===== config.mk =====
export PLATFORM = sky130hd
export DESIGN_NAME = ccdb_top
export DESIGN_NICKNAME = d
export VERILOG_FILES = /design/src/logic/ccdb_pkg.sv /design/src/logic/ccdb_fifo.sv /design/src/logic/ccdb_chan.sv /design/src/logic/ccdb_top.sv
export VERILOG_INCLUDE_DIRS = /design/src /design/src/logic
export SDC_FILE = /design/constraint.sdc
export NUM_CORES = 1
export LEC_CHECK = 0
export ABC_AREA = 1
export CORE_MARGIN = 4
export CORE_UTILIZATION = 45
export CTS_CLUSTER_DIAMETER = 100
export DETAILED_ROUTE_END_ITERATION = 10
export DONT_BUFFER_PORTS = 1
export PLACE_DENSITY = 0.66
export SYNTH_ARGS = -nofsm -noshare
export SYNTH_HDL_FRONTEND = slang
export SYNTH_SLANG_ARGS = --single-unit

===== constraint.sdc =====
create_clock -name CLK -period 5.8 [get_ports CLK]
set_input_delay 1.74 -clock CLK [delete_from_list [all_inputs] [get_ports CLK]]
set_output_delay 1.74 -clock CLK [all_outputs]
set_load 0.005 [all_outputs]

===== src/logic/ccdb_params.svh =====
// Function
// Compare writes hit preload, move on update
// Active value compared with counter, match output
// Input mode holds counter caught at capture
// Burst length n gives n+1 transfers
// Port access is burst transfer, not storage
// Base offset counts words from control one
// Target is control one plus (base+index)*4
// Index advances per port access, zero to length
// Software writes reserved control bits as zero
// Software sets DMA, burst, update request, enable
// Each update request runs full burst from base; a request during a running burst merges into it, no new burst; code starts a new one at the last access
// Direction zero means output, else input
// Channel enable clear blocks capture
// Request held until burst done, index cleared
`ifndef CCDB_PARAMS_SVH
`define CCDB_PARAMS_SVH
// Byte offsets of the register words
`define CCDB_OFF_CTRL_ONE 8'h00
`define CCDB_OFF_CH2 8'h38
`define CCDB_OFF_CH3 8'h3C
`define CCDB_OFF_CH4 8'h40
`define CCDB_OFF_BCTL 8'h48
`define CCDB_OFF_PORT 8'h4C
`define CCDB_OFF_CFG 8'h50
`define CCDB_OFF_STAT 8'h54
// Field positions
`define CCDB_BBASE_LSB 0
`define CCDB_BLEN_LSB 8
`define CCDB_CFG_PE_LSB 0
`define CCDB_CFG_EN_LSB 4
`define CCDB_CFG_DIR_LSB 8
`define CCDB_CFG_URQ_BIT 16
`define CCDB_STAT_ACT_BIT 8
`define CCDB_STAT_CMP_LSB 9
// Reset values and codes
`define CCDB_CMP_RST 16'h0000
`define CCDB_FIELD_RST 5'h00
`define CCDB_DIR_OUTPUT 2'h0
`define CCDB_RESP_OKAY 2'h0
`define CCDB_RESP_SLVERR 2'h2
`endif


===== src/logic/ccdb_pkg.sv =====
package ccdb_pkg;
    // Register word selected by an address
    typedef enum logic [2:0] {
        SEL_NONE, SEL_CH2, SEL_CH3, SEL_CH4,
        SEL_BCTL, SEL_PORT, SEL_CFG, SEL_STAT
    } ccdb_sel_t;
endpackage : ccdb_pkg


===== src/logic/ccdb_fifo.sv =====
`timescale 1ns/1ps
module ccdb_fifo #(
    parameter int WIDTH = 18,
    parameter int DEPTH = 16
) (
    input wire logic clk,
    input wire logic rst,
    input wire logic in_valid,
    output logic in_ready,
    input wire logic [WIDTH-1:0] in_data,
    output logic out_valid,
    input wire logic out_ready,
    output logic [WIDTH-1:0] out_data
);
    localparam int AW = $clog2(DEPTH);
    localparam logic [AW:0] FULL = (AW+1)'(DEPTH);
    logic [WIDTH-1:0] mem [DEPTH]; // Storage, DEPTH is a power of two
    logic [AW-1:0] wr_ptr_reg;
    logic [AW-1:0] rd_ptr_reg;
    logic [AW:0] count_reg;
    logic push;
    logic pop;

    assign in_ready = count_reg != FULL;
    assign push = in_valid && in_ready;
    // Refill output register when it is empty or being taken
    assign pop = (count_reg != '0) && (!out_valid || out_ready);

    // Array write, no reset needed
    always_ff @(posedge clk) begin
        if (push) begin
            mem[wr_ptr_reg] <= in_data;
        end
    end

    // Pointers and fill level
    always_ff @(posedge clk) begin
        if (rst) begin
            wr_ptr_reg <= '0;
            rd_ptr_reg <= '0;
            count_reg <= '0;
        end else begin
            if (push) wr_ptr_reg <= wr_ptr_reg + 1'b1;
            if (pop) rd_ptr_reg <= rd_ptr_reg + 1'b1;
            count_reg <= count_reg + (AW+1)'(push) - (AW+1)'(pop);
        end
    end

    // Registered read side
    always_ff @(posedge clk) begin
        if (rst) begin
            out_valid <= 1'b0;
            out_data <= '0;
        end else if (pop) begin
            out_valid <= 1'b1;
            out_data <= mem[rd_ptr_reg];
        end else if (out_ready) begin
            out_valid <= 1'b0;
        end
    end
endmodule : ccdb_fifo


===== src/logic/ccdb_chan.sv =====
`timescale 1ns/1ps
`include "ccdb_params.svh"
module ccdb_chan (
    input wire logic clk,
    input wire logic rst,
    input wire logic wr_en,
    input wire logic [15:0] wr_data,
    input wire logic update_evt,
    input wire logic capture_evt,
    input wire logic [1:0] dir_sel,
    input wire logic chan_en,
    input wire logic preload_en,
    input wire logic [15:0] counter,
    output logic [15:0] value,
    output logic compare_out
);
    logic [15:0] preload_reg; // Software view, also capture holder
    logic [15:0] active_reg; // Value the comparator uses
    logic is_out;
    logic cap_ok;

    assign is_out = dir_sel == `CCDB_DIR_OUTPUT;
    assign cap_ok = !is_out && chan_en && capture_evt;
    assign value = preload_reg;

    // Capture beats a same-cycle write so no event is lost
    always_ff @(posedge clk) begin
        if (rst) preload_reg <= `CCDB_CMP_RST;
        else if (cap_ok) preload_reg <= counter;
        else if (wr_en) preload_reg <= wr_data;
    end

    // Active copy: direct load or update transfer
    always_ff @(posedge clk) begin
        if (rst) active_reg <= `CCDB_CMP_RST;
        else if (is_out && wr_en && !preload_en) active_reg <= wr_data;
        else if (is_out && update_evt && preload_en) active_reg <= preload_reg;
    end

    // Match flag, forced low while channel is off
    always_ff @(posedge clk) begin
        if (rst) compare_out <= 1'b0;
        else compare_out <= is_out && chan_en && (counter == active_reg);
    end

    property p_direct_load;
        @(posedge clk) disable iff (rst)
        is_out && wr_en && !preload_en && !update_evt |=> active_reg == $past(wr_data);
    endproperty
    a_direct_load: assert property (p_direct_load) else $error("direct load missed");
    property p_update_copy;
        @(posedge clk) disable iff (rst)
        is_out && preload_en && update_evt |=> active_reg == $past(preload_reg);
    endproperty
    a_update_copy: assert property (p_update_copy) else $error("update copy missed");
    property p_capture;
        @(posedge clk) disable iff (rst)
        cap_ok |=> value == $past(counter);
    endproperty
    a_capture: assert property (p_capture) else $error("capture not latched");
    property p_no_capture;
        @(posedge clk) disable iff (rst)
        capture_evt && (is_out || !chan_en) && !wr_en |=> $stable(value);
    endproperty
    a_no_capture: assert property (p_no_capture) else $error("blocked capture stored");
    property p_match;
        @(posedge clk) disable iff (rst)
        is_out && chan_en && counter == active_reg |=> compare_out;
    endproperty
    a_match: assert property (p_match) else $error("match not signalled");
    c_capture: cover property (@(posedge clk) disable iff (rst) cap_ok);
endmodule : ccdb_chan


===== src/logic/ccdb_top.sv =====
`timescale 1ns/1ps
`include "ccdb_params.svh"
module ccdb_top #(
    parameter int FIFO_DEPTH = 16
) (
    input wire logic CLK,
    input wire logic SYS_RST,
    // Register bus, AXI4-Lite slave
    input wire logic [7:0] S_AXI_AWADDR,
    input wire logic S_AXI_AWVALID,
    output logic S_AXI_AWREADY,
    input wire logic [31:0] S_AXI_WDATA,
    input wire logic [3:0] S_AXI_WSTRB,
    input wire logic S_AXI_WVALID,
    output logic S_AXI_WREADY,
    output logic [1:0] S_AXI_BRESP,
    output logic S_AXI_BVALID,
    input wire logic S_AXI_BREADY,
    input wire logic [7:0] S_AXI_ARADDR,
    input wire logic S_AXI_ARVALID,
    output logic S_AXI_ARREADY,
    output logic [31:0] S_AXI_RDATA,
    output logic [1:0] S_AXI_RRESP,
    output logic S_AXI_RVALID,
    input wire logic S_AXI_RREADY,
    // Timer side, same clock
    input wire logic [15:0] COUNTER_VALUE,
    input wire logic UPDATE_EVT,
    input wire logic [2:0] CAPTURE_EVT,
    output logic [2:0] COMPARE_OUT,
    output logic DMA_REQ
);
    ////////////////////////////////////////////////////////////////////
    // Decode helpers
    // Byte address to register word, misaligned is unmapped
    function automatic ccdb_pkg::ccdb_sel_t decode(input logic [7:0] a);
        case (a)
            `CCDB_OFF_CH2: decode = ccdb_pkg::SEL_CH2;
            `CCDB_OFF_CH3: decode = ccdb_pkg::SEL_CH3;
            `CCDB_OFF_CH4: decode = ccdb_pkg::SEL_CH4;
            `CCDB_OFF_BCTL: decode = ccdb_pkg::SEL_BCTL;
            `CCDB_OFF_PORT: decode = ccdb_pkg::SEL_PORT;
            `CCDB_OFF_CFG: decode = ccdb_pkg::SEL_CFG;
            `CCDB_OFF_STAT: decode = ccdb_pkg::SEL_STAT;
            default: decode = ccdb_pkg::SEL_NONE;
        endcase
    endfunction : decode

    // Byte-lane merge of new write data into old word
    function automatic logic [31:0] merge(input logic [31:0] old_w,
                                          input logic [31:0] new_w,
                                          input logic [3:0] strb);
        merge = old_w;
        for (int b = 0; b < 4; b++) begin
            if (strb[b]) merge[b*8 +: 8] = new_w[b*8 +: 8];
        end
    endfunction : merge

    ////////////////////////////////////////////////////////////////////
    // State
    logic [4:0] blen_reg; // Burst length field
    logic [4:0] bbase_reg; // Burst base word offset
    logic [2:0] pe_reg; // Preload enables, channels 2..4
    logic [2:0] en_reg; // Channel enables
    logic [5:0] dir_reg; // Direction selectors, two bits each
    logic urq_reg; // Update request enable
    logic [4:0] idx_reg; // Running transfer index
    logic active_reg; // Burst in progress
    logic [5:0] acc_cnt_reg; // Accesses in current burst, for checks
    // Write channel holding registers
    logic aw_have_reg, w_have_reg, bvalid_reg;
    logic [7:0] awaddr_reg;
    logic [31:0] wdata_reg;
    logic [3:0] wstrb_reg;
    logic [1:0] bresp_reg;
    // Read channel
    logic rvalid_reg;
    logic [31:0] rdata_reg;
    logic [1:0] rresp_reg;
    // Channel wiring
    logic [2:0][15:0] ch_val;
    logic [2:0] ch_wr;
    logic [2:0][15:0] ch_wdata;
    // Burst FIFO: {channel index, half-word}
    logic fifo_in_ready, fifo_push, fifo_out_valid, fifo_out_ready;
    logic [17:0] fifo_out_data;
    // Decoded selections
    ccdb_pkg::ccdb_sel_t wsel, rsel, tsel, wdst, rdst;
    logic [5:0] tgt_word; // Target word index
    logic [1:0] t_ch; // Target channel number
    // Handshake and burst strobes
    logic t_is_ch, wr_pend, wr_blocked, wr_fire, rd_fire;
    logic port_access, last_access, start, active_next;
    // Assembled register words
    logic [31:0] bctl_word, cfg_word, stat_word, wr_old, wr_val, rd_val;

    ////////////////////////////////////////////////////////////////////
    // Burst target and readback
    // Word index from control one; the port never points at itself
    assign tgt_word = {1'b0, bbase_reg} + {1'b0, idx_reg};
    always_comb begin
        tsel = decode({tgt_word, 2'b00});
        if (tsel == ccdb_pkg::SEL_PORT) tsel = ccdb_pkg::SEL_NONE;
    end
    assign t_is_ch = tsel inside {ccdb_pkg::SEL_CH2, ccdb_pkg::SEL_CH3,
                                  ccdb_pkg::SEL_CH4};
    assign t_ch = (tsel == ccdb_pkg::SEL_CH2) ? 2'h0 :
                  (tsel == ccdb_pkg::SEL_CH3) ? 2'h1 : 2'h2;

    // Reserved fields read as zero
    assign bctl_word = {19'h00000, blen_reg, 3'h0, bbase_reg};
    assign cfg_word = {15'h0000, urq_reg, 2'h0, dir_reg, 1'b0, en_reg, 1'b0, pe_reg};
    assign stat_word = {20'h00000, COMPARE_OUT, active_reg, 3'h0, idx_reg};

    // Port accesses land on the computed target
    assign wdst = (wsel == ccdb_pkg::SEL_PORT) ? tsel : wsel;
    assign rdst = (rsel == ccdb_pkg::SEL_PORT) ? tsel : rsel;

    // Readback mux, reused for merge and reads
    function automatic logic [31:0] rd_word(input ccdb_pkg::ccdb_sel_t s,
                                            input logic [2:0][15:0] v,
                                            input logic [31:0] bc,
                                            input logic [31:0] cf,
                                            input logic [31:0] st);
        case (s)
            ccdb_pkg::SEL_CH2: rd_word = {16'h0000, v[0]};
            ccdb_pkg::SEL_CH3: rd_word = {16'h0000, v[1]};
            ccdb_pkg::SEL_CH4: rd_word = {16'h0000, v[2]};
            ccdb_pkg::SEL_BCTL: rd_word = bc;
            ccdb_pkg::SEL_CFG: rd_word = cf;
            ccdb_pkg::SEL_STAT: rd_word = st;
            default: rd_word = 32'h00000000;
        endcase
    endfunction : rd_word

    assign wr_old = rd_word(wdst, ch_val, bctl_word, cfg_word, stat_word);
    assign wr_val = merge(wr_old, wdata_reg, wstrb_reg);
    assign rd_val = rd_word(rdst, ch_val, bctl_word, cfg_word, stat_word);

    ////////////////////////////////////////////////////////////////////
    // AXI4-Lite write path
    assign wsel = decode(awaddr_reg);
    assign S_AXI_AWREADY = !aw_have_reg && !bvalid_reg;
    assign S_AXI_WREADY = !w_have_reg && !bvalid_reg;
    assign S_AXI_BVALID = bvalid_reg;
    assign S_AXI_BRESP = bresp_reg;
    assign wr_pend = aw_have_reg && w_have_reg && !bvalid_reg;
    // A full FIFO stalls a port write until a slot frees
    assign wr_blocked = (wsel == ccdb_pkg::SEL_PORT) && t_is_ch && !fifo_in_ready;
    assign wr_fire = wr_pend && !wr_blocked;

    // Address and data may arrive in either order
    always_ff @(posedge CLK) begin
        if (SYS_RST) begin
            aw_have_reg <= 1'b0;
            awaddr_reg <= 8'h00;
            w_have_reg <= 1'b0;
            wdata_reg <= 32'h00000000;
            wstrb_reg <= 4'h0;
        end else begin
            if (S_AXI_AWVALID && S_AXI_AWREADY) begin
                aw_have_reg <= 1'b1;
                awaddr_reg <= S_AXI_AWADDR;
            end else if (wr_fire) begin
                aw_have_reg <= 1'b0;
            end
            if (S_AXI_WVALID && S_AXI_WREADY) begin
                w_have_reg <= 1'b1;
                wdata_reg <= S_AXI_WDATA;
                wstrb_reg <= S_AXI_WSTRB;
            end else if (wr_fire) begin
                w_have_reg <= 1'b0;
            end
        end
    end

    // Write response, error for unmapped words
    always_ff @(posedge CLK) begin
        if (SYS_RST) begin
            bvalid_reg <= 1'b0;
            bresp_reg <= `CCDB_RESP_OKAY;
        end else if (wr_fire) begin
            bvalid_reg <= 1'b1;
            bresp_reg <= (wsel == ccdb_pkg::SEL_NONE) ? `CCDB_RESP_SLVERR : `CCDB_RESP_OKAY;
        end else if (S_AXI_BREADY) begin
            bvalid_reg <= 1'b0;
        end
    end

    ////////////////////////////////////////////////////////////////////
    // AXI4-Lite read path
    // Reads wait while a write executes, so the index moves once a cycle
    assign S_AXI_ARREADY = !rvalid_reg && !wr_pend;
    assign rd_fire = S_AXI_ARVALID && S_AXI_ARREADY;
    assign rsel = decode(S_AXI_ARADDR);
    assign S_AXI_RVALID = rvalid_reg;
    assign S_AXI_RDATA = rdata_reg;
    assign S_AXI_RRESP = rresp_reg;

    // Data sampled at address acceptance
    always_ff @(posedge CLK) begin
        if (SYS_RST) begin
            rvalid_reg <= 1'b0;
            rdata_reg <= 32'h00000000;
            rresp_reg <= `CCDB_RESP_OKAY;
        end else if (rd_fire) begin
            rvalid_reg <= 1'b1;
            rdata_reg <= rd_val;
            rresp_reg <= (rsel == ccdb_pkg::SEL_NONE) ? `CCDB_RESP_SLVERR : `CCDB_RESP_OKAY;
        end else if (S_AXI_RREADY) begin
            rvalid_reg <= 1'b0;
        end
    end

    ////////////////////////////////////////////////////////////////////
    // Control registers
    // Only the documented fields are stored
    always_ff @(posedge CLK) begin
        if (SYS_RST) begin
            blen_reg <= `CCDB_FIELD_RST;
            bbase_reg <= `CCDB_FIELD_RST;
        end else if (wr_fire && wdst == ccdb_pkg::SEL_BCTL) begin
            blen_reg <= wr_val[`CCDB_BLEN_LSB +: 5];
            bbase_reg <= wr_val[`CCDB_BBASE_LSB +: 5];
        end
    end

    // Channel configuration word
    always_ff @(posedge CLK) begin
        if (SYS_RST) begin
            pe_reg <= 3'h0;
            en_reg <= 3'h0;
            dir_reg <= 6'h00;
            urq_reg <= 1'b0;
        end else if (wr_fire && wdst == ccdb_pkg::SEL_CFG) begin
            pe_reg <= wr_val[`CCDB_CFG_PE_LSB +: 3];
            en_reg <= wr_val[`CCDB_CFG_EN_LSB +: 3];
            dir_reg <= wr_val[`CCDB_CFG_DIR_LSB +: 6];
            urq_reg <= wr_val[`CCDB_CFG_URQ_BIT];
        end
    end

    ////////////////////////////////////////////////////////////////////
    // Burst sequencing
    assign port_access = (wr_fire && wsel == ccdb_pkg::SEL_PORT) ||
                         (rd_fire && rsel == ccdb_pkg::SEL_PORT);
    assign last_access = port_access && (idx_reg == blen_reg);
    assign start = UPDATE_EVT && urq_reg;
    // A new request merges with a running burst; one at its last access starts a new burst from base
    assign active_next = (active_reg && !last_access) || start;
    assign DMA_REQ = active_reg;

    // Index walks 0..length then returns to zero
    always_ff @(posedge CLK) begin
        if (SYS_RST) idx_reg <= `CCDB_FIELD_RST;
        else if (last_access) idx_reg <= `CCDB_FIELD_RST;
        else if (port_access) idx_reg <= idx_reg + 5'h01;
    end

    // Request level
    always_ff @(posedge CLK) begin
        if (SYS_RST) active_reg <= 1'b0;
        else active_reg <= active_next;
    end

    // Access count, read only by checks
    always_ff @(posedge CLK) begin
        if (SYS_RST) acc_cnt_reg <= 6'h00;
        else if (!active_reg && active_next) acc_cnt_reg <= 6'h00;
        else if (port_access && active_reg) acc_cnt_reg <= acc_cnt_reg + 6'h01;
    end

    ////////////////////////////////////////////////////////////////////
    // Burst FIFO and channels
    // Only channel targets are buffered; control targets are written directly
    assign fifo_push = wr_fire && wsel == ccdb_pkg::SEL_PORT && t_is_ch;
    // Drain stalls while a direct channel write owns the write port
    assign fifo_out_ready = !(wr_fire && wsel inside {ccdb_pkg::SEL_CH2,
                              ccdb_pkg::SEL_CH3, ccdb_pkg::SEL_CH4});

    ccdb_fifo #(.WIDTH(18), .DEPTH(FIFO_DEPTH)) u_fifo (
        .clk(CLK),
        .rst(SYS_RST),
        .in_valid(fifo_push),
        .in_ready(fifo_in_ready),
        .in_data({t_ch, wr_val[15:0]}),
        .out_valid(fifo_out_valid),
        .out_ready(fifo_out_ready),
        .out_data(fifo_out_data)
    );

    // One instance per channel 2..4
    for (genvar i = 0; i < 3; i++) begin : g_ch
        localparam ccdb_pkg::ccdb_sel_t MY_SEL = ccdb_pkg::ccdb_sel_t'(i + 1);
        logic direct;
        logic drained;
        assign direct = wr_fire && wsel == MY_SEL;
        assign drained = fifo_out_valid && fifo_out_ready &&
                         fifo_out_data[17:16] == 2'(i);
        assign ch_wr[i] = direct || drained;
        assign ch_wdata[i] = direct ? wr_val[15:0] : fifo_out_data[15:0];
        ccdb_chan u_chan (
            .clk(CLK),
            .rst(SYS_RST),
            .wr_en(ch_wr[i]),
            .wr_data(ch_wdata[i]),
            .update_evt(UPDATE_EVT),
            .capture_evt(CAPTURE_EVT[i]),
            .dir_sel(dir_reg[2*i +: 2]),
            .chan_en(en_reg[i]),
            .preload_en(pe_reg[i]),
            .counter(COUNTER_VALUE),
            .value(ch_val[i]),
            .compare_out(COMPARE_OUT[i])
        );
    end

    ////////////////////////////////////////////////////////////////////
    // Checks
    property p_idx_step;
        @(posedge CLK) disable iff (SYS_RST)
        port_access && !last_access |=> idx_reg == $past(idx_reg) + 5'h01;
    endproperty
    a_idx_step: assert property (p_idx_step) else $error("index did not advance");
    property p_idx_wrap;
        @(posedge CLK) disable iff (SYS_RST)
        last_access |=> idx_reg == 5'h00;
    endproperty
    a_idx_wrap: assert property (p_idx_wrap) else $error("index not cleared");
    property p_len;
        @(posedge CLK) disable iff (SYS_RST)
        $fell(active_reg) |-> acc_cnt_reg == {1'b0, $past(blen_reg)} + 6'h01;
    endproperty
    a_len: assert property (p_len) else $error("burst length wrong");
    property p_start;
        @(posedge CLK) disable iff (SYS_RST)
        $rose(DMA_REQ) |-> idx_reg == 5'h00;
    endproperty
    a_start: assert property (p_start) else $error("burst not from base");
    property p_hold;
        @(posedge CLK) disable iff (SYS_RST)
        DMA_REQ && !last_access |=> DMA_REQ;
    endproperty
    a_hold: assert property (p_hold) else $error("request dropped early");
    property p_port_no_store;
        @(posedge CLK) disable iff (SYS_RST)
        wr_fire && wsel == ccdb_pkg::SEL_PORT && tsel != ccdb_pkg::SEL_BCTL |=>
            $stable(blen_reg) && $stable(bbase_reg);
    endproperty
    a_port_no_store: assert property (p_port_no_store) else $error("port stored");
    property p_redirect;
        @(posedge CLK) disable iff (SYS_RST)
        bbase_reg == 5'h0E && idx_reg == 5'h01 |-> tsel == ccdb_pkg::SEL_CH3;
    endproperty
    a_redirect: assert property (p_redirect) else $error("target address wrong");
    property p_base;
        @(posedge CLK) disable iff (SYS_RST)
        bbase_reg == 5'h12 && idx_reg == 5'h00 |-> tsel == ccdb_pkg::SEL_BCTL;
    endproperty
    a_base: assert property (p_base) else $error("base offset wrong");
    c_burst_done: cover property (@(posedge CLK) disable iff (SYS_RST) $fell(DMA_REQ));
    c_fifo_full: cover property (@(posedge CLK) disable iff (SYS_RST) !fifo_in_ready);
    c_long_burst: cover property (@(posedge CLK) disable iff (SYS_RST)
        last_access && blen_reg == 5'h11);
endmodule : ccdb_top


==> results by group, run 1 <==
Outcome
  • Outcome: complete, no violations

Min path
  • Hold Crit Class: register to register
  • Endpoint, Worst Hold: S_AXI_RDATA[5]
  • Min-Delay Startpoint: S_AXI_RDATA[5]
  • Hold Path Depth: 2

Global routing
  • GRT overflow: 0
  • M3 GR Usage: 5.35%
  • First-pass GRT wire length: 121 mm
  • GR peak layer: met2
  • Antenna violations before repair: 2
  • GR Util met2: 45.6%
  • GRT Total Usage: 28.6%
  • Met1 GRT Util: 37.6%
  • Vias in the first global route: 19000
  • Largest net degree at the start of global routing: 100

STA
  • RSZ-0062 raised after global routing: no
  • Actual slew at the worst max-slew pin: 0.975 ns
  • Setup TNS: 0 ns
  • Hold Fails Final Rpt: 0
  • Fmax: 195 MHz
  • Tmin final: 5.12 ns
  • Final period utilization: 88.2%
  • Hold Slack: 0.477 ns
  • # setup viols final: 0
  • Max Clock Skew: 0.0265 ns
  • Max-slew violations: 0
  • Relative slew slack: 34.8%
  • Min setup slack post-route: 0.682 ns

Floorplanning
  • FP Rows: 83
  • Core area: 51500 sq um
  • Starting Density: 45.6%
  • I/O pins: 124
  • Die W: 236 um
  • Die Height: 236 um
  • Die area: 55900 sq um

Worst setup path
  • Flop-to-flop setup slack: 0.68 ns
  • CP max-delay cell: nand2_1
  • Cells along the critical path: ha_1, inv_1, fa_1, xnor2_2, inv_1, nand2_1, nor2_1, nand2_1, nand2_1, nor2_1, nand2_1, nand2_1, nand2_1, nand2_2, nor2_2, nand2_1, nand2_1, nor2_1, nand2_1, nand2_1, nand2_1, o21ai_0, inv_1
  • Worst path most repeated cell: nand2_1
  • Crit. End Element: register
  • CP Class: register to register
  • Critical path peak fanout: 18
  • R2R Path Start: idx_reg[0]
  • CP Launch Point: idx_reg[0]
  • Reg2Reg Depth: 23
  • R2r endpoint: dir_reg[0]
  • Worst endpoint required time: 6.31 ns
  • Startpoint types: register
  • Worst Path Arrival: 5.63 ns
  • Worst path max stage delay: 0.63 ns

Power and ir drop
  • Max VDD drop: 215 uV
  • PD cells: 372 nW/um^2
  • Final Power: 9.61 mW
  • Leak pwr: 9.97 nW

Synth
  • Synthesized instance count: 2735
  • Top-count cell post-synth: nand2_1
  • Share of the synthesized area in the top cell type: 36.9%
  • Seq/Total Area, Yosys: 54.8%
  • Mean Syn Cell Area: 8.58 sq um
  • Asr flop ratio synth: 0%
  • Yosys top cell by area: edfxtp_1
  • Netlist Area Pre-Place: 23500 sq um
  • Synth Flop Type: edfxtp_1
  • EDFF count, synth: 288
  • Ys Warns: 0
  • Commonest cells in the synthesized netlist: 592 x nand2_1, 297 x o21ai_0, 288 x edfxtp_1
  • Top cells by area, synth: edfxtp_1 37%, dfxtp_1 18%, nand2_1 9.5%
  • Post-synthesis register bit count: 499
  • Distinct cells, synth: 51

Drt
  • Vias: 20300
  • # DRC: 0
  • Detailed-router iteration count before antenna repair: 8
  • Average wire per standard cell: 24.3 um
  • Avg Vias per Cell: 5.94
  • Post-Route WL: 83.4 mm
  • Initial DRC count: 2454
  • Final ANT Viol Nets: 0

Flow run
  • Max-Cap Viols: 0

Final layout
  • Finished Core Util: 50.1%
  • Multi-input logic area: 9040 sq um
  • Final cell count without fillers: 3428
  • Final nets: 2801
  • Seq. cell area: 12900 sq um
  • Area Growth Syn to Fin: 10.0%
  • Number of fill cells: 4854
  • Max FFs per register: 288
  • Share of layout cells above drive strength 1: 7.68%
  • Final cell area excluding filler cells: 25800 sq um

CTS
  • Hold Buf Count CTS: 0
  • Postcts setup bufs: 0
  • Clock sinks: 499
  • Clk Latency, worst-skew pair: 0.63 ns
  • CTS resizes: 0
  • Max clock buf depth: 3
  • Clock transition at path regs: 0.06 ns
  • Root Driver: clkbuf_16
  • Htree depth: 2
  • Num CTS Buffers: 53
  • CTS tree: yes

Place
  • Dpl hpwl: 55.5 mm
  • Post-DP Area: 24100 sq um
  • Placed cell count: 3328
  • Pre-CTS WS: 0.805 ns
  • Port buffer count: 0
  • Routability cong.: 1.03
[placed cells by master, fill, tap and decap left out, drive strengths merged, types with 2 or more instances in the layout]
master	synthesis	layout
a21oi	218	218
a221oi	23	23
a22o	2	2
a22oi	6	6
a31oi	18	18
buf	51	52
bufinv	0	3
clkbuf	104	74
clkinv	7	22
clkinvlp	0	4
conb	1	17
dfxtp	211	211
edfxtp	288	288
fa	2	2
ha	17	17
inv	240	243
mux2	4	4
nand2	603	603
nand3	237	237
nand4	36	36
nor2	252	252
nor3	9	9
nor4	8	8
o2111ai	4	4
o211ai	3	3
o21ai	302	302
o221ai	22	22
o22ai	28	28
or2	10	10
xnor2	8	8
xor2	16	16
[how the worst max path moves through the flow]
stage / end / slack, ns / depth (start not counted)
global placement: u_fifo.count_reg[4] / 0.83 / 25
finish: dir_reg[0] / 0.68 / 23
global route: u_fifo.count_reg[4] / 0.23 / 28
CTS: u_fifo.count_reg[4] / 0.77 / 25
detailed placement: u_fifo.count_reg[4] / 0.81 / 25
floorplan: u_fifo.count_reg[4] / 1.47 / 29
[report_power, final]
group	internal [mW]	switching (mW)	leakage, nW	total, mW
logic	0.568	1.40	4.60	1.97
clock network	1.94	1.48	0.844	3.41
registers	3.96	0.276	4.52	4.23
total	6.46	3.15	9.97	9.61
[logic make-up after synthesis]
family / share of synthesized area (%)
other cells: 0.0160
compound gates: 14.7
xor+xnor: 0.928
buf+inv: 7.07
mux: 0.192
fa+ha+maj: 1.08
flops: 54.8
simple gates: 21.1
[area by class of cell]
| cell class | count | share of cell area [%] |
|---|---|---|
| diodes | 1 | 0.00969 |
| clock buffers | 74 | 5.76 |
| clock inverters | 25 | 0.945 |
| inverters | 247 | 3.62 |
| multi-input cells | 1850 | 35.0 |
| flip-flops and latches | 499 | 49.9 |
| well taps | 680 | 3.29 |
| repair buffers | 52 | 1.51 |
[worst max-delay path: cells and delay by family (launching register included)]
family / cells / cell delay, ns
simple gates: 16 / 2.90
fa+ha+maj: 2 / 0.70
flops: 1 / 0.45
compound gates: 1 / 0.39
xor+xnor: 1 / 0.32
buf+inv: 3 / 0.22
[layer usage]
| metal | vias to the layer above | share of wire, % |
|---|---|---|
| met5 | - | 0.0048 |
| met4 | 2 | 5.7 |
| met3 | 237 | 8.9 |
| met2 | 1043 | 45 |
| met1 | 9821 | 40 |
| li1 | 9246 | - |
(Power assumes the default switching activity.)
==> inputs of run 2 (changes only) <==
Settings changed: ABC_AREA 1 to unset.
==> results by group, run 2 <==
Outcome
  • Outcome: complete, no violations (unchanged)

Drt
  • Detailed-router iteration count before antenna repair: 9 (was 8)
  • Final ANT Viol Nets: 0 (unchanged)
  • Avg Vias per Cell: 6.31 (was 5.94)
  • Average wire per standard cell: 27.1 um (was 24.3 um)
  • Vias: 17800 (was 20300)
  • # DRC: 0 (unchanged)
  • Post-Route WL: 76.6 mm (was 83.4 mm)
  • Initial DRC count: 1898 (was 2454)

CTS
  • Clock transition at path regs: 0.06 ns (about the same)
  • Num CTS Buffers: 53 (unchanged)
  • Hold Buf Count CTS: 0 (unchanged)
  • Clk Latency, worst-skew pair: 0.62 ns (was 0.63 ns)
  • Clock sinks: 499 (unchanged)
  • Htree depth: 2 (unchanged)
  • Root Driver: clkbuf_16 (unchanged)
  • CTS resizes: 0 (unchanged)
  • Max clock buf depth: 3 (unchanged)
  • Postcts setup bufs: 0 (unchanged)
  • CTS tree: yes (unchanged)

Power and ir drop
  • Max VDD drop: 305 uV (was 215 uV)
  • Leak pwr: 9.12 nW (was 9.97 nW)
  • Net Sw Frac: 30.2% (was 32.8%)
  • Switching power: 3.01 mW (was 3.15 mW)
  • Internal: 6.93 mW (was 6.46 mW)
  • PD cells: 373 nW/um^2 (was 372 nW/um^2)
  • Final Power: 9.94 mW (was 9.61 mW)
  • Comb pwr share: 20.2% (was 20.5%)
  • Clock power share: 34.8% (was 35.5%)
  • Seq pwr share: 45.0% (was 44.0%)

Final layout
  • Area Growth Syn to Fin: 11.0% (was 10.0%)
  • Final nets: 2189 (was 2801)
  • Max FFs per register: 288 (unchanged)
  • Commonest cells after routing, fill and taps aside: 288 x edfxtp_1, 219 x nand2_1, 209 x dfxtp_1, 140 x a21oi_1, 132 x nor2_1 (was 592 x nand2_1, 297 x o21ai_0, 288 x edfxtp_1, 231 x inv_1, 230 x nand3_1)
  • Share of layout cells above drive strength 1: 15.1% (was 7.68%)
  • Most common cell after layout, fill and taps aside: edfxtp_1 (was nand2_1)
  • Finished Core Util: 50.6% (was 50.1%)
  • Final cell area excluding filler cells: 26600 sq um (was 25800 sq um)

STA
  • Final period utilization: 87.9% (was 88.2%)
  • Actual slew at the worst max-slew pin: 1.13 ns (was 0.975 ns)
  • Tmin final: 5.10 ns (was 5.12 ns)
  • Relative slew slack: 24.3% (was 34.8%)
  • Fmax: 196 MHz (was 195 MHz)
  • Max-slew violations: 0 (unchanged)
  • Max Clock Skew: 0.0277 ns (was 0.0265 ns)
  • Setup TNS: 0 ns (unchanged)
  • Hold Fails Final Rpt: 0 (unchanged)
  • # setup viols final: 0 (unchanged)
  • Min setup slack post-route: 0.701 ns (was 0.682 ns)
  • RSZ-0062 raised after global routing: no (unchanged)

Worst setup path
  • Worst endpoint required time: 6.16 ns (was 6.31 ns)
  • Crit. End Element: register (unchanged)
  • Worst path max stage delay: 0.56 ns (was 0.63 ns)
  • Cells along the critical path: ha_1, inv_1, fa_1, or4_1, a211o_1, or4b_1, o211a_1, buf_4, nor2_2, a31oi_1, a41oi_2, nor2_1, buf_4, inv_1 (was ha_1, inv_1, fa_1, xnor2_2, inv_1, nand2_1, nor2_1, nand2_1, nand2_1, nor2_1, nand2_1, nand2_1, nand2_1, nand2_2, nor2_2, nand2_1, nand2_1, nor2_1, nand2_1, nand2_1, nand2_1, o21ai_0, inv_1)
  • CP Class: register to register (unchanged)
  • CP max-delay cell: fa_1 (was nand2_1)
  • Critical path peak fanout: 16 (was 18)
  • Startpoint types: register (unchanged)
  • Worst Path Arrival: 5.46 ns (was 5.63 ns)

Global routing
  • GRT overflow: 0 (unchanged)
  • GRT Total Usage: 26.2% (was 28.6%)
  • Antenna violations before repair: 1 (was 2)
  • Largest net degree at the start of global routing: 203 (was 100)
  • Vias in the first global route: 17000 (was 19000)
  • M3 GR Usage: 4.70% (was 5.35%)
  • GR peak layer: met2 (unchanged)
  • Met1 GRT Util: 33.2% (was 37.6%)
  • First-pass GRT wire length: 112 mm (was 121 mm)
  • GR Util met2: 43.1% (was 45.6%)

Synth
  • Share of the synthesized area in the top cell type: 36.0% (was 36.9%)
  • Ys Warns: 0 (unchanged)
  • Synthesized instance count: 2110 (was 2735)
  • Top cells by area, synth: edfxtp_1 36%, dfxtp_1 18%, mux4_2 5.1% (was edfxtp_1 37%, dfxtp_1 18%, nand2_1 9.5%)
  • Mean Syn Cell Area: 11.4 sq um (was 8.58 sq um)
  • Top-count cell post-synth: edfxtp_1 (was nand2_1)
  • EDFF count, synth: 288 (unchanged)
  • Asr flop ratio synth: 0% (unchanged)
  • Yosys top cell by area: edfxtp_1 (unchanged)
  • Post-synthesis register bit count: 499 (unchanged)
  • Seq/Total Area, Yosys: 53.6% (was 54.8%)
  • Synth Flop Type: edfxtp_1 (unchanged)
  • Distinct cells, synth: 102 (was 51)
  • Commonest cells in the synthesized netlist: 288 x edfxtp_1, 219 x nand2_1, 211 x dfxtp_1 (was 592 x nand2_1, 297 x o21ai_0, 288 x edfxtp_1)
  • Netlist Area Pre-Place: 24000 sq um (was 23500 sq um)

Flow run
  • Max-Cap Viols: 0 (unchanged)

Floorplanning
  • Die area: 57100 sq um (was 55900 sq um)
  • I/O pins: 124 (unchanged)
  • Die Height: 239 um (was 236 um)
  • Core area: 52700 sq um (was 51500 sq um)
  • FP Rows: 84 (was 83)
  • Die W: 239 um (was 236 um)
  • Starting Density: 45.6% (about the same)

Place
  • Dpl hpwl: 52.1 mm (was 55.5 mm)
  • Port buffer count: 0 (unchanged)
  • Post-DP Area: 24900 sq um (was 24100 sq um)
  • Pre-CTS WS: 0.831 ns (was 0.805 ns)
  • Routability cong.: 0.969 (was 1.03)

Min path
  • Hold Crit Class: register to register (unchanged)
[run 2: per-layer routing]
metal  part of all wire, %  wire [um]
met1                    39      29700
met2                    47      36200
met3                   7.9       6050
met4                   6.0       4590
met5                 0.017         13
[run 2: cells by family (layout without fill, tap and decap cells)]
kind of cell / after synthesis / after routing / share of synthesized area (%)
flip-flops: 499 / 499 / 53.6
other: 1 / 18 / 0.0156
AND/OR/NAND/NOR: 605 / 605 / 11.8
multiplexers: 192 / 192 / 10.9
XOR/XNOR: 70 / 70 / 2.55
adder cells (fa/ha/maj): 19 / 19 / 1.05
AO/OA/AOI/OAI: 514 / 514 / 16.0
buffers and inverters: 210 / 218 / 3.99
[run 2: final cells by class]
type                       count  area, sq um
fill                        4594        26000
antenna                        1         2.50
multi-input combinational   1417        10400
sequential                   499        12900
timing repair buffer          83          636
clock buffer                  64         1420
clock inverter                34          359
tap                          688          861
inverter                      37          139
[run 2: through the flow]
| stage | hold slack (ns) | std cells |
|---|---|---|
| 2_1_floorplan | 0.431 | 2126 |
| 3_3_place_gp | 0.443 | 2724 |
| 3_5_place_dp | 0.441 | 2724 |
| 4_1_cts | 0.451 | 2822 |
| 5_1_grt | 0.471 | 2822 |
| 6_report | 0.455 | 2823 |
[run 2: worst max-delay path, delay by kind of cell (launching register included)]
| family | cells | cell delay, ns |
|---|---|---|
| AO/OA/AOI/OAI | 4 | 1.25 |
| adder cells (fa/ha/maj) | 2 | 0.77 |
| buffers and inverters | 4 | 0.88 |
| AND/OR/NAND/NOR | 4 | 1.54 |
| flip-flops | 1 | 0.43 |
[run 2: worst paths after layout]
check	endpoint	slack [ns]	cells after the start	from
worst max register to register	u_fifo.mem[1][9]	0.70	14	bbase_reg[0]
worst min-delay path	wdata_reg[13]	0.45	2	wdata_reg[13]
worst min register to register	wdata_reg[13]	0.45	2	wdata_reg[13]
worst max-delay path	u_fifo.mem[1][9]	0.70	14	bbase_reg[0]
[run 2: power groups by stage]
stage                     Sequential, mW  Combinational, mW  Clock (mW)
after CTS                           4.45               2.00        3.49
after floorplan                     4.24               1.63           0
after detailed placement            4.53               1.99           0
after global placement              4.52               1.95           0
final                               4.47               2.01        3.46
after global routing                4.49               2.19        3.65
